**src/verilog/gsr_pkg.sv**
```systemverilog
// package of register indices, field positions, reset values and types for the gain block
package gsr_pkg;
    // register indices; the byte address on the bus is four times the index
    localparam logic [7:0] IDX_SYNC_DELAY = 8'h57;
    localparam logic [7:0] IDX_LEVELS     = 8'h5a;
    localparam logic [7:0] IDX_RAMP_CTRL  = 8'h5b;
    localparam logic [7:0] IDX_STATUS     = 8'h60;
    localparam logic [7:0] IDX_IN1L       = 8'hf4;
    localparam logic [7:0] IDX_IN1R       = 8'hf5;
    localparam logic [7:0] IDX_IN2L       = 8'hf6;
    localparam logic [7:0] IDX_IN2R       = 8'hf7;
    localparam logic [7:0] IDX_OUT1L      = 8'hf8;
    localparam logic [7:0] IDX_OUT1R      = 8'hf9;
    localparam int         ADDR_W         = 12;
    // field positions in the ramp control register
    localparam int SUBR_BIT  = 6;
    localparam int RAMP_BIT  = 5;
    localparam int STEPS_MSB = 4;
    // field positions in the levels register
    localparam int SIG_LVL_MSB  = 7;
    localparam int SIG_LVL_LSB  = 4;
    localparam int CLIP_LVL_MSB = 2;
    // gain code widths
    localparam int IN_GAIN_W  = 7;
    localparam int OUT_GAIN_W = 8;
    // reset values
    localparam logic [7:0] RAMP_CTRL_RST  = 8'h74;
    localparam logic [7:0] GAIN_RST       = 8'h6f;
    localparam logic [7:0] SYNC_DELAY_RST = 8'ha3;
    localparam logic [7:0] LEVELS_RST     = 8'h01;
    // ramp step sizes in 0.5 dB units
    localparam logic [6:0] COARSE_SUB = 7'h03;
    localparam logic [6:0] FINE_SUB   = 7'h01;
    // bus answers
    localparam logic [1:0] RESP_OKAY   = 2'h0;
    localparam logic [1:0] RESP_SLVERR = 2'h2;
    // gain-swap states
    typedef enum logic {SWAP_WAIT, SWAP_RUN} gsr_swap_t;
    // coarse 1.5 dB steps expressed in 0.5 dB sub-steps
    function automatic logic [6:0] gsr_to_sub(input logic [4:0] steps);
        gsr_to_sub = 7'({2'h0, steps} * 7'h03);
    endfunction : gsr_to_sub
endpackage : gsr_pkg

```
**src/verilog/gsr_gain_regs.sv**
```systemverilog
// gain-swap ramp control, digital gain registers and axi4-lite slave
//
// Overview of operation
// fine sub-range bit gives finer ramp step
// fine sub-range only matters with ramp enabled
// ramp off applies whole swap at once
// ramp steps 1.5 dB, fine 0.5 dB
// five-bit field caps coarse steps, reset 0x14
// cap counts coarse steps even when fine
// input gains 7-bit codes, 0.75 dB linear
// output gains 8-bit codes, 0.75 dB linear
// swaps start once level below trigger
// anti-clip level removes all steps immediately
// analogue update lags digital by delay ticks
// new gain codes take effect at frame start
`timescale 1ns/1ps
`default_nettype none
module gsr_gain_regs
    import gsr_pkg::*;
#(
    parameter int SAMPLE_W = 24,
    parameter int FIFO_DEPTH = 4
) (
    // clock and reset
    input  wire logic                  ref_clk,
    input  wire logic                  arst_n,
    // axi4-lite write address and data
    input  wire logic [ADDR_W-1:0]     s_axi_awaddr,
    input  wire logic                  s_axi_awvalid,
    output logic                       s_axi_awready,
    input  wire logic [31:0]           s_axi_wdata,
    input  wire logic [3:0]            s_axi_wstrb,
    input  wire logic                  s_axi_wvalid,
    output logic                       s_axi_wready,
    // axi4-lite write response
    output logic [1:0]                 s_axi_bresp,
    output logic                       s_axi_bvalid,
    input  wire logic                  s_axi_bready,
    // axi4-lite read
    input  wire logic [ADDR_W-1:0]     s_axi_araddr,
    input  wire logic                  s_axi_arvalid,
    output logic                       s_axi_arready,
    output logic [31:0]                s_axi_rdata,
    output logic [1:0]                 s_axi_rresp,
    output logic                       s_axi_rvalid,
    input  wire logic                  s_axi_rready,
    // sample stream in, first marks the first sample of a frame
    input  wire logic [SAMPLE_W-1:0]   sampleIn,
    input  wire logic                  sampleFirstIn,
    input  wire logic                  sampleInValid,
    output logic                       sampleInReady,
    // sample stream out
    output logic [SAMPLE_W-1:0]        sampleOut,
    output logic                       sampleFirstOut,
    output logic                       sampleOutValid,
    input  wire logic                  sampleOutReady,
    // level detector and swap request
    input  wire logic [3:0]            signalAtten,
    input  wire logic [4:0]            swapRequest,
    input  wire logic                  fs8Tick,
    // gain-swap results in 0.5 dB sub-steps
    output logic [6:0]                 digitalSwap,
    output logic [6:0]                 analogSwap,
    // gain codes in force for the current frame
    output logic [IN_GAIN_W-1:0]       input1_left_level,
    output logic [IN_GAIN_W-1:0]       input1_right_level,
    output logic [IN_GAIN_W-1:0]       input2_left_level,
    output logic [IN_GAIN_W-1:0]       input2_right_level,
    output logic [OUT_GAIN_W-1:0]      output1_left_level,
    output logic [OUT_GAIN_W-1:0]      output1_right_level
);
    // reset release through two flops
    logic rstMeta;   // first stage, read only by the second
    logic rstN;      // released reset used everywhere
    always_ff @(posedge ref_clk or negedge arst_n) begin
        if (!arst_n) begin
            rstMeta <= 1'b0;
            rstN    <= 1'b0;
        end else begin
            rstMeta <= 1'b1;
            rstN    <= rstMeta;
        end
    end

    // software copies of the registers
    logic [7:0] rampCtrl;    // ramp enable, sub-range, step cap
    logic [7:0] syncDelay;   // analogue lag in fs*8 ticks
    logic [7:0] levels;      // trigger and anti-clip levels
    logic [7:0] gainSw [6];  // written gain codes, in1l..out1r

    // ---------------- write channel ----------------
    logic [ADDR_W-1:0] awAddr;   // captured write address
    logic              awHeld;   // address waiting for data
    logic [31:0]       wData;    // captured write data
    logic [3:0]        wStrb;    // captured strobes
    logic              wHeld;    // data waiting for address
    assign s_axi_awready = !awHeld;
    assign s_axi_wready  = !wHeld;

    // decode of a word index to one of the gain slots
    function automatic logic [2:0] gain_slot(input logic [7:0] idx);
        gain_slot = (idx >= IDX_IN1L && idx <= IDX_OUT1R) ? 3'(idx - IDX_IN1L) : 3'h7;
    endfunction : gain_slot

    // mapped check shared by both channels
    function automatic logic is_mapped(input logic [ADDR_W-1:0] a);
        logic [7:0] idx;
        idx = a[9:2];
        is_mapped = (a[ADDR_W-1:10] == '0) && (idx == IDX_SYNC_DELAY ||
                    idx == IDX_LEVELS || idx == IDX_RAMP_CTRL ||
                    idx == IDX_STATUS || gain_slot(idx) != 3'h7);
    endfunction : is_mapped

    wire        doWrite  = awHeld && wHeld && !s_axi_bvalid;
    wire [7:0]  wIdx     = awAddr[9:2];
    wire        wMapped  = is_mapped(awAddr);
    wire        wLane0   = wStrb[0];
    wire [2:0]  wSlot    = gain_slot(wIdx);

    // capture address and data in either order
    always_ff @(posedge ref_clk or negedge rstN) begin
        if (!rstN) begin
            awHeld <= 1'b0;
            wHeld  <= 1'b0;
            awAddr <= '0;
            wData  <= '0;
            wStrb  <= '0;
        end else begin
            if (s_axi_awvalid && s_axi_awready) begin
                awAddr <= s_axi_awaddr;
                awHeld <= 1'b1;
            end else if (doWrite) begin
                awHeld <= 1'b0;
            end
            if (s_axi_wvalid && s_axi_wready) begin
                wData <= s_axi_wdata;
                wStrb <= s_axi_wstrb;
                wHeld <= 1'b1;
            end else if (doWrite) begin
                wHeld <= 1'b0;
            end
        end
    end

    // response one cycle after both halves are held
    always_ff @(posedge ref_clk or negedge rstN) begin
        if (!rstN) begin
            s_axi_bvalid <= 1'b0;
            s_axi_bresp  <= RESP_OKAY;
        end else if (doWrite) begin
            s_axi_bvalid <= 1'b1;
            s_axi_bresp  <= wMapped ? RESP_OKAY : RESP_SLVERR;
        end else if (s_axi_bready) begin
            s_axi_bvalid <= 1'b0;
        end
    end

    // register writes; only byte lane 0 carries data
    always_ff @(posedge ref_clk or negedge rstN) begin
        if (!rstN) begin
            rampCtrl  <= RAMP_CTRL_RST;
            syncDelay <= SYNC_DELAY_RST;
            levels    <= LEVELS_RST;
            for (int i = 0; i < 6; i++) gainSw[i] <= GAIN_RST;
        end else if (doWrite && wLane0 && wMapped) begin
            if (wIdx == IDX_RAMP_CTRL) rampCtrl <= {1'b0, wData[6:0]};
            if (wIdx == IDX_SYNC_DELAY) syncDelay <= wData[7:0];
            if (wIdx == IDX_LEVELS) levels <= {wData[7:4], 1'b0, wData[2:0]};
            // input gains hold seven bits, the top bit reads zero
            if (wSlot < 3'h4) gainSw[wSlot] <= {1'b0, wData[6:0]};
            // output gains use all eight bits
            if (wSlot == 3'h4 || wSlot == 3'h5) gainSw[wSlot] <= wData[7:0];
        end
    end

    // ---------------- sample path ----------------
    wire frameTick = sampleOutValid && sampleOutReady && sampleFirstOut;
    gsr_fifo #(
        .WIDTH (SAMPLE_W + 1),
        .DEPTH (FIFO_DEPTH)
    ) u_fifo (
        .ref_clk  (ref_clk),
        .rstN     (rstN),
        .inData   ({sampleFirstIn, sampleIn}),
        .inValid  (sampleInValid),
        .inReady  (sampleInReady),
        .outData  ({sampleFirstOut, sampleOut}),
        .outValid (sampleOutValid),
        .outReady (sampleOutReady)
    );

    // gain codes move to the datapath only as a frame starts, so no frame
    // ever sees a half-written gain
    always_ff @(posedge ref_clk or negedge rstN) begin
        if (!rstN) begin
            input1_left_level   <= IN_GAIN_W'(GAIN_RST);
            input1_right_level  <= IN_GAIN_W'(GAIN_RST);
            input2_left_level   <= IN_GAIN_W'(GAIN_RST);
            input2_right_level  <= IN_GAIN_W'(GAIN_RST);
            output1_left_level  <= GAIN_RST;
            output1_right_level <= GAIN_RST;
        end else if (frameTick) begin
            input1_left_level   <= gainSw[0][IN_GAIN_W-1:0];
            input1_right_level  <= gainSw[1][IN_GAIN_W-1:0];
            input2_left_level   <= gainSw[2][IN_GAIN_W-1:0];
            input2_right_level  <= gainSw[3][IN_GAIN_W-1:0];
            output1_left_level  <= gainSw[4];
            output1_right_level <= gainSw[5];
        end
    end

    // ---------------- gain swap ----------------
    wire       rampEn    = rampCtrl[RAMP_BIT];
    wire       subrEn    = rampCtrl[SUBR_BIT];
    wire [4:0] stepCap   = rampCtrl[STEPS_MSB:0];
    // cap applies to coarse steps, then scaled to sub-steps
    wire [4:0] capped    = (swapRequest > stepCap) ? stepCap : swapRequest;
    wire [6:0] targetSub = gsr_to_sub(capped);
    // sub-range only narrows the step while ramping is on
    wire [6:0] stepSize  = (rampEn && subrEn) ? FINE_SUB : COARSE_SUB;
    wire       belowTrig = signalAtten >= levels[SIG_LVL_MSB:SIG_LVL_LSB];
    wire       clipNow   = signalAtten < {1'b0, levels[CLIP_LVL_MSB:0]};
    gsr_swap_t swapState;   // waiting for trigger or running

    // next digital position: jump, ramp up, ramp down
    logic [6:0] next_digital;
    always_comb begin
        next_digital = digitalSwap;
        if (!rampEn) begin
            next_digital = targetSub;
        end else if (digitalSwap < targetSub) begin
            next_digital = (targetSub - digitalSwap > stepSize) ?
                           7'(digitalSwap + stepSize) : targetSub;
        end else if (digitalSwap > targetSub) begin
            next_digital = (digitalSwap - targetSub > stepSize) ?
                           7'(digitalSwap - stepSize) : targetSub;
        end
    end

    // swap state; anti-clip acts at once, not waiting for a frame
    always_ff @(posedge ref_clk or negedge rstN) begin
        if (!rstN) begin
            swapState   <= SWAP_WAIT;
            digitalSwap <= '0;
        end else begin
            case (swapState)
                SWAP_WAIT: begin
                    if (!clipNow && belowTrig) swapState <= SWAP_RUN;
                end
                SWAP_RUN: begin
                    if (clipNow) begin
                        swapState   <= SWAP_WAIT;
                        digitalSwap <= '0;
                    end else if (frameTick) begin
                        digitalSwap <= next_digital;
                    end
                end
                default: swapState <= SWAP_WAIT;
            endcase
        end
    end

    // analogue follower: restarts its delay each time digital moves
    logic [7:0] delayCnt;    // remaining fs*8 ticks
    logic       delayRun;    // a pending analogue update
    logic [6:0] pendSwap;    // value waiting to go analogue
    logic [6:0] prevDigital; // digital value last cycle
    always_ff @(posedge ref_clk or negedge rstN) begin
        if (!rstN) begin
            prevDigital <= '0;
            delayCnt    <= '0;
            delayRun    <= 1'b0;
            pendSwap    <= '0;
            analogSwap  <= '0;
        end else begin
            prevDigital <= digitalSwap;
            if (digitalSwap != prevDigital) begin
                delayCnt <= syncDelay;
                pendSwap <= digitalSwap;
                delayRun <= 1'b1;
            end else if (delayRun && delayCnt == 8'h00) begin
                analogSwap <= pendSwap;
                delayRun   <= 1'b0;
            end else if (delayRun && fs8Tick) begin
                delayCnt <= 8'(delayCnt - 1'b1);
            end
        end
    end

    // ---------------- read channel ----------------
    wire [7:0]  rIdx    = s_axi_araddr[9:2];
    wire [2:0]  rSlot   = gain_slot(rIdx);
    wire [31:0] statusW = {15'h0, delayRun, analogSwap, digitalSwap,
                           1'b0, swapState == SWAP_RUN};
    logic [31:0] readMux;
    always_comb begin
        readMux = 32'h0;
        if (rIdx == IDX_RAMP_CTRL) readMux = {24'h0, rampCtrl};
        if (rIdx == IDX_SYNC_DELAY) readMux = {24'h0, syncDelay};
        if (rIdx == IDX_LEVELS) readMux = {24'h0, levels};
        if (rIdx == IDX_STATUS) readMux = statusW;
        if (rSlot != 3'h7) readMux = {24'h0, gainSw[rSlot]};
    end
    assign s_axi_arready = !s_axi_rvalid;

    // read answer one cycle after the address is taken
    always_ff @(posedge ref_clk or negedge rstN) begin
        if (!rstN) begin
            s_axi_rvalid <= 1'b0;
            s_axi_rdata  <= '0;
            s_axi_rresp  <= RESP_OKAY;
        end else if (s_axi_arvalid && s_axi_arready) begin
            s_axi_rvalid <= 1'b1;
            s_axi_rdata  <= is_mapped(s_axi_araddr) ? readMux : 32'h0;
            s_axi_rresp  <= is_mapped(s_axi_araddr) ? RESP_OKAY : RESP_SLVERR;
        end else if (s_axi_rready) begin
            s_axi_rvalid <= 1'b0;
        end
    end

    // ---------------- checks ----------------
    wire [6:0] moveSize = (digitalSwap > prevDigital) ? 7'(digitalSwap - prevDigital)
                                                      : 7'(prevDigital - digitalSwap);
    a_fine_step_size: assert property (@(posedge ref_clk) disable iff (!rstN)
        $past(frameTick && swapState == SWAP_RUN && rampEn && subrEn && !clipNow)
        |-> moveSize <= 7'h01) else $error("fine ramp moved more than one sub-step");
    a_jump_no_ramp: assert property (@(posedge ref_clk) disable iff (!rstN)
        frameTick && swapState == SWAP_RUN && !rampEn && !clipNow
        |=> digitalSwap == $past(targetSub)) else $error("ramp off did not jump");
    a_subr_ignored: assert property (@(posedge ref_clk) disable iff (!rstN)
        !rampEn |-> stepSize == COARSE_SUB) else $error("sub-range acted without ramp");
    a_coarse_step_size: assert property (@(posedge ref_clk) disable iff (!rstN)
        $past(frameTick && swapState == SWAP_RUN && rampEn && !subrEn && !clipNow)
        |-> moveSize <= COARSE_SUB) else $error("coarse ramp step too large");
    a_cap_coarse: assert property (@(posedge ref_clk) disable iff (!rstN)
        swapRequest > stepCap |-> targetSub == 7'({2'h0, stepCap} * 7'h03))
        else $error("step cap not counted in coarse steps");
    a_trigger_gate: assert property (@(posedge ref_clk) disable iff (!rstN)
        swapState == SWAP_WAIT |-> digitalSwap == 7'h00) else $error("swap applied before trigger");
    a_anticlip_clear: assert property (@(posedge ref_clk) disable iff (!rstN)
        swapState == SWAP_RUN && clipNow |=> digitalSwap == 7'h00 && swapState == SWAP_WAIT)
        else $error("anti-clip did not clear swaps");
    a_analog_lag: assert property (@(posedge ref_clk) disable iff (!rstN)
        analogSwap != $past(analogSwap) |-> $past(delayRun && delayCnt == 8'h00))
        else $error("analogue update outside delay expiry");
    a_frame_update: assert property (@(posedge ref_clk) disable iff (!rstN)
        output1_left_level != $past(output1_left_level) |-> $past(frameTick))
        else $error("gain changed off a frame boundary");
endmodule : gsr_gain_regs
`default_nettype wire

```
**src/verilog/gsr_fifo.sv**
```systemverilog
// small flip-flop fifo with valid and ready on both sides
`timescale 1ns/1ps
`default_nettype none
module gsr_fifo #(
    parameter int WIDTH = 25,
    parameter int DEPTH = 4
) (
    // clock and reset
    input  wire logic             ref_clk,
    input  wire logic             rstN,
    // filling side
    input  wire logic [WIDTH-1:0] inData,
    input  wire logic             inValid,
    output logic                  inReady,
    // draining side
    output logic      [WIDTH-1:0] outData,
    output logic                  outValid,
    input  wire logic             outReady
);
    localparam int PW = $clog2(DEPTH);
    logic [WIDTH-1:0] mem [DEPTH];   // storage words
    logic [PW-1:0]    wrPtr;         // next slot to fill
    logic [PW-1:0]    rdPtr;         // oldest slot
    logic [PW:0]      count;         // words held
    wire              doPush = inValid && inReady;
    wire              doPop  = outValid && outReady;

    // full and empty straight from the count
    assign inReady  = (count != (PW+1)'(DEPTH));
    assign outValid = (count != '0);
    assign outData  = mem[rdPtr];

    // pointer wrap handles depths that are not powers of two
    function automatic logic [PW-1:0] bump(input logic [PW-1:0] p);
        bump = (p == PW'(DEPTH-1)) ? '0 : PW'(p + 1'b1);
    endfunction : bump

    // pointers and count
    always_ff @(posedge ref_clk or negedge rstN) begin
        if (!rstN) begin
            wrPtr <= '0;
            rdPtr <= '0;
            count <= '0;
        end else begin
            if (doPush) wrPtr <= bump(wrPtr);
            if (doPop) rdPtr <= bump(rdPtr);
            count <= (PW+1)'(count + {PW'(0), doPush} - {PW'(0), doPop});
        end
    end

    // storage carries no reset; only valid words are ever read
    always_ff @(posedge ref_clk) begin
        if (doPush) mem[wrPtr] <= inData;
    end
endmodule : gsr_fifo
`default_nettype wire

```
**config.mk**
```make
export PLATFORM = sky130hd
export DESIGN_NAME = gsr_gain_regs
export DESIGN_NICKNAME = d
export VERILOG_FILES = /design/src/verilog/gsr_pkg.sv /design/src/verilog/gsr_gain_regs.sv /design/src/verilog/gsr_fifo.sv
export SDC_FILE = /design/constraint.sdc
export NUM_CORES = 1
export LEC_CHECK = 0
export BUFFER_PORTS_ARGS = -buffer_cell sky130_fd_sc_hd__buf_2
export CAP_MARGIN = 15
export CORE_ASPECT_RATIO = 1.25
export CORE_UTILIZATION = 35
export CTS_CLUSTER_DIAMETER = 100
export CTS_CLUSTER_SIZE = 20
export DETAILED_ROUTE_END_ITERATION = 8
export PLACE_DENSITY = 0.58
export SYNTH_ARGS = -nofsm -noshare
export SYNTH_HDL_FRONTEND = slang
export SYNTH_HIERARCHICAL = 1
export SYNTH_SLANG_ARGS = --single-unit
export TNS_END_PERCENT = 5
```
**constraint.sdc**
```tcl
create_clock -name ref_clk -period 17.5 [get_ports ref_clk]
set_input_delay 5.25 -clock ref_clk [delete_from_list [all_inputs] [get_ports ref_clk]]
set_output_delay 5.25 -clock ref_clk [all_outputs]
set_load 0.02 [all_outputs]
```
**Word-level counts from Yosys, hierarchy flattened**

Memory sizes are Yosys's and may differ from the RTL's.
Cells that the tools add are included.

- RAM bits: 100
- Logic and storage cells: 185
- Output and inout port bits: 126
- Input port bits: 104
- Register bits after elaboration: 222
- Memories: 1

Memory list:

| memory | words | bits a word | rd ports | clocked after Yosys merged registers in | wr ports | line | source |
|---|---|---|---|---|---|---|---|
| u_fifo.mem | 4 | 25 | 1 | 0 | 1 | gsr_fifo.sv:21 | `logic [WIDTH-1:0] mem [DEPTH];` |

- Multiplexer cells: 48
- Equal/unequal tests: 18
- Multiply operators: 1
- Bitwise gates (word level): 4
- Reductions and logical operators: 50
- $add $sub $neg: 11
- $lt $le $gt $ge: 15

Operators by type and width:

| kind | count |
|---|---|
| $mux W32 | 5 |
| $mux W48 | 3 |
| $bwmux W48 | 2 |
| $eq A8 B7 Y1 const B | 8 |
| $mux W7 | 8 |
| $mux W8 | 6 |
| $bmux W8 S3 | 1 |
| $demux W8 S3 | 1 |
| $logic_and A1 B1 Y1 | 19 |
| $ge A8 B8 Y1 const B | 2 |
| $le A8 B8 Y1 const B | 2 |
| $gt A7 B2 Y1 | 2 |
| $reduce_bool A2 Y1 | 7 |
| $sub A7 B7 Y7 | 2 |
| $mux W1 | 13 |
| $mux W2 | 5 |
| $reduce_and A2 Y1 | 5 |
| $logic_or A1 B1 Y1 | 9 |
| $ne A3 B3 Y1 const B | 3 |
| $ge A4 B4 Y1 const B | 2 |
| $logic_not A8 Y1 | 1 |
| $not A3 Y4 | 2 |
| $sub A8 B1 Y8 const B | 1 |
| $add A7 B2 Y7 | 1 |
| 26 further kinds | 37 |

**Logic depth before layout (Yosys ltp)**

- Depth in word-level cells: 13
- Depth in mapped cells: 23
- Depth with buffers taken out: 22

**Hierarchy**

Netlist, hierarchy kept.

Modules (own cells, without submodules):

| module | seq. area each (sq um) | instances | cells each | area each (sq um) |
|---|---|---|---|---|
| gsr_gain_regs | 5006.1 | 1 | 836 | 10055.9 |
| gsr_fifo | 3178.0 | 1 | 174 | 4086.4 |

**Worst setup path after synthesis**

No wires, ideal clock.

- Path type: input-to-reg
- From: in swapRequest[1]
- To: reg digitalSwap[3]
- Arrival: 9.868 ns
- Library setup time: 0.131 ns
- Path slack: 7.501 ns
- Path buffers: 1
- Stages on the path: 20
- Path through: ha_1 nor2b_1 o21a_1 o21ai_0 a21oi_1 mux2_2 ha_1 fa_1 a21o_1 a21oi_1 xnor2_1 inv_1 ha_1 clkbuf_1 o311ai_0 or4b_1 o311a_1 or2_2 o221ai_1 o21ai_0

- Longest elaborated chain between the ends: 11
- Elaborated cells between the ends (all ways): 18
- Classes of those cells: add/sub (2); mul (1); order compare (5); eq/ne (1); mux (8); reduce/logical (1)

RTL lines:

| element | line | source |
|---|---|---|
| start: declaration | gsr_gain_regs.sv:59 | `input wire logic [4:0] swapRequest,` |
| $gt A5 B5 Y1 | gsr_gain_regs.sv:217 | `wire [4:0] capped = (swapRequest > stepCap) ? stepCap : swapRequest;` |
| $mux W5 * | gsr_gain_regs.sv:217 |  |
| $mul A5 B2 Y7 * | gsr_pkg.sv:41 | `gsr_to_sub = 7'({2'h0, steps} * 7'h03);` |
| $sub A7 B7 Y7 | gsr_gain_regs.sv:235 | `next_digital = (digitalSwap - targetSub > stepSize) ?` |
| $gt A7 B2 Y1 | gsr_gain_regs.sv:235 |  |
| $mux W7 | gsr_gain_regs.sv:235 |  |
| $mux W7 | gsr_gain_regs.sv:234 | `end else if (digitalSwap > targetSub) begin` |
| $mux W7 | gsr_gain_regs.sv:231 | `end else if (digitalSwap < targetSub) begin` |
| $mux W7 | gsr_gain_regs.sv:229 | `if (!rampEn) begin` |
| $mux W7 | gsr_gain_regs.sv:254 | `end else if (frameTick) begin` |
| $mux W7 | gsr_gain_regs.sv:251 | `if (clipNow) begin` |
| end signal: assignment | gsr_gain_regs.sv:255 | `digitalSwap <= next_digital;` |
| end: declaration | gsr_gain_regs.sv:62 | `output logic [6:0] digitalSwap,` |

Mark *: on every way between the ends. The rest lies on a longest branch, timed or not. The select of a mux whose other input is x is not followed.
A chain may end at the register's enable or synchronous reset.

**Worst setup path after layout**

- From: in swapRequest[1]
- To: reg digitalSwap[4]

The elaborated chain is that of the path after synthesis.

==> results_dict.tcl <==
set metrics [dict create \
    outcome "complete, no violations" \
    track_usage_pct 16.3 \
    grt_pass1_wl_microns 52400 \
    design.core.area_sq_um 39500 \
    synth_area_sq_um 14100 \
    postCtsHoldBufs 0 \
    crit_start "swapRequest[1]" \
    antenna_found_initial 3 \
    grt_max_degree 80 \
    wl_microns 32900 \
    max_slew_margin_pct 27.2 \
    timing.final.crit_period_ns 10.44 \
    clock_sinks 303 \
    path_depth 22 \
    max_freq_mhz 95.8 \
    cp_max_fo 9 \
    start_util_pct 35.8 \
    placed_area_sq_um 15500 \
    rsz0062_at_grt "false" \
    finalSetupViolCount 0 \
    worstReg2RegEnd "digitalSwap[4]$_DFFE_PN0P_" \
    drv_cap 0 \
    ys_seq_elements 303 \
    htreeDepth 1 \
    dp_hpwl_microns 23400 \
    yosys_warnings 6 \
    drcViolationCount 0 \
    synth-main-ff-cell "dfrtp_1" \
    crit_type "in2reg" \
    max-vdd-ir-drop_mv 0.0853 \
    cts_buffers 19 \
    place_congestion 0.839 \
    r2r_slack_ns 11.40 \
    finalWorstSetupSlack_ns 7.06 \
    vias 8723 \
    grt_pass1_vias 9075 \
    area_delta_synth_final_pct 13.5 \
    period_share_pct 59.6 \
    r2r-start "rampCtrl[2]$_DFFE_PN1P_" \
    fin_tns_setup_ns 0 \
    power.density_nw_per_um2 130 \
    ctsResizeCount 0 \
    synth_cell_types 76 \
    drt_iter0_drc 444 \
    cp_slowest_stage_delay_ns 0.77 \
    fin_skew_ns 0.0153 \
    endpoint_kind "flop" \
    avgSynthCellArea_sq_um 14.0 \
    globalRouteOverflowTotal 0 \
    cts_tree "yes" \
    crit_top_cell "ha_1" \
    fp.dieW_microns 182 \
    insertion_delay_ns 0.51 \
    dieArea_sq_um 41200 \
    die_h_microns 227 \
    cp_top_family "compound AO/OA/AOI/OAI gates" \
    io_buffers 181 \
    synthCells 1010 \
    post_cts_buffers 0 \
    viasPerCell 5.16 \
    critPathLaunchType "primary input" \
    worstPathArrival_ns 10.83 \
    synthArstFlopShare_pct 67.0 \
    place_ws_ns 6.51 \
    hold_path_class "reg2async" \
    clk_pin_slew_worst_paths_ns 0.08 \
    reg2reg_depth 21 \
    drv_slew 0 \
    crit_chain "buf_2, ha_1, nor2b_1, o21a_1, o21ai_0, a21oi_1, mux2i_1, inv_1, ha_1, fa_1, a21o_1, a21oi_1, xnor2_1, inv_1, ha_1, or3_1, o2111ai_1, a221oi_2, a211oi_1, and2_1, a211oi_1, a221o_1" \
    cts_max_path_buffers 3 \
    worst-path-buf-inv 3 \
    ant_nets 0 \
    avgRoutedWirePerCell_microns 19.5 \
    crit_required_ns 17.89 \
    drt-pass1-iter-count 5 \
    drive_gt1_share_pct 40.8 \
    final_cell_area_sq_um 16000 \
    p_leak_nw 7.01 \
    yosysSeqAreaShare_pct 57.9 \
    synth_edf_count 100 \
    hold_viol 0 \
    io_pins 230 \
    root_buffer "clkbuf_16" \
    nNetsFinal 1331 \
    crit_end "digitalSwap[4]$_DFFE_PN0P_" \
    tightestPinTransition_ns 1.08 \
    crit_slowest_cell "a211oi_1" \
    layout.cells.most_common "buf_2" \
    final_cell_mix "181 x buf_2, 139 x mux2_2, 121 x dfrtp_1" \
    row_count 81 \
]
-- layout make-up --
type                            instances  area (sq um)
Fill cell                            3785         23500
Sequential cell                       303          8190
Multi-Input combinational cell        610          5500
Timing Repair Buffer                  192           988
Tap cell                              498           623
Clock buffer                           32           524
Inverter                               54           203
Clock inverter                          1          20.0
Antenna cell                            1          2.50
-- power breakdown --
group	internal (W)	switching, W
sequential	0.000846	0.000120
combinational	0.000289	0.000388
clock	0.000209	0.000237
total	0.00134	0.000746
-- flip-flops by register name, summed over array words and instances (netlist names), 8 cells and up --
name and count:
awAddr 10, delayCnt 8, gainSw 48, output1_left_level 8, output1_right_level 8, s_axi_rdata 17
syncDelay 8, u_fifo/mem 100, wData 8
-- cell usage after synthesis, types with 25 or more instances --
cell type  number  area (sq um)
nand2_1        40           150
nor2_1         38           143
edfxtp_1      100          3000
inv_1          54           203
mux4_2         33           743
dfrtp_1       122          3050
o21ai_0        31           155
mux2_2        139          1570
clkbuf_1       25          93.8
dfstp_2        81          2130
a21oi_1        27           135
ha_1           41           513
-- worst min-delay path by stage --
stage | start | to | slack, ns | cells past startpoint
floorplan | rstMeta$_DFF_PN0_ | rstN$_DFF_PN0_ | 0.33 | 0
global placement | rstMeta$_DFF_PN0_ | rstN$_DFF_PN0_ | 0.34 | 0
detailed placement | rstMeta$_DFF_PN0_ | rstN$_DFF_PN0_ | 0.34 | 0
CTS | rstMeta$_DFF_PN0_ | rstN$_DFF_PN0_ | 0.36 | 0
global route | rstMeta$_DFF_PN0_ | rstN$_DFF_PN0_ | 0.36 | 0
finish | rstN$_DFF_PN0_ | u_fifo/wrPtr[1]$_DFFE_PN0P_ | 0.35 | 0
-- layer usage --
layer | up-vias | part of all wire, % | global-route usage (%) | routed length, microns
met3 | 48 | 5.5 | 2.92 | 1820
met5 | - | 0.079 | 0 | 26
met1 | 4386 | 43 | 20.8 | 14100
met2 | 253 | 50 | 28.7 | 16300
li1 | 4032 | - | - | -
met4 | 4 | 2.1 | 3.94 | 678
-- cell families after synthesis --
family | share of synthesized area [%]
other cells | 0.0531
xor+xnor | 1.67
mux | 17.7
compound gates | 7.31
simple gates | 7.18
buf+inv | 3.74
flops | 57.9
fa+ha+maj | 4.48
-- metrics by stage --
| stage | cells | hold slack [ns] | power (W) | util, % |
|---|---|---|---|---|
| 2_1_floorplan | 1026 | 0.331 | 0.00146 | - |
| 3_3_place_gp | 1657 | 0.338 | 0.00166 | 39.2 |
| 3_5_place_dp | 1657 | 0.339 | 0.00167 | 39.2 |
| 4_1_cts | 1690 | 0.358 | 0.00212 | 40.6 |
| 5_1_grt | 1691 | 0.362 | 0.00222 | 40.6 |
| 6_report | 1691 | 0.353 | 0.00209 | 40.6 |
(Power assumes the default switching activity.)
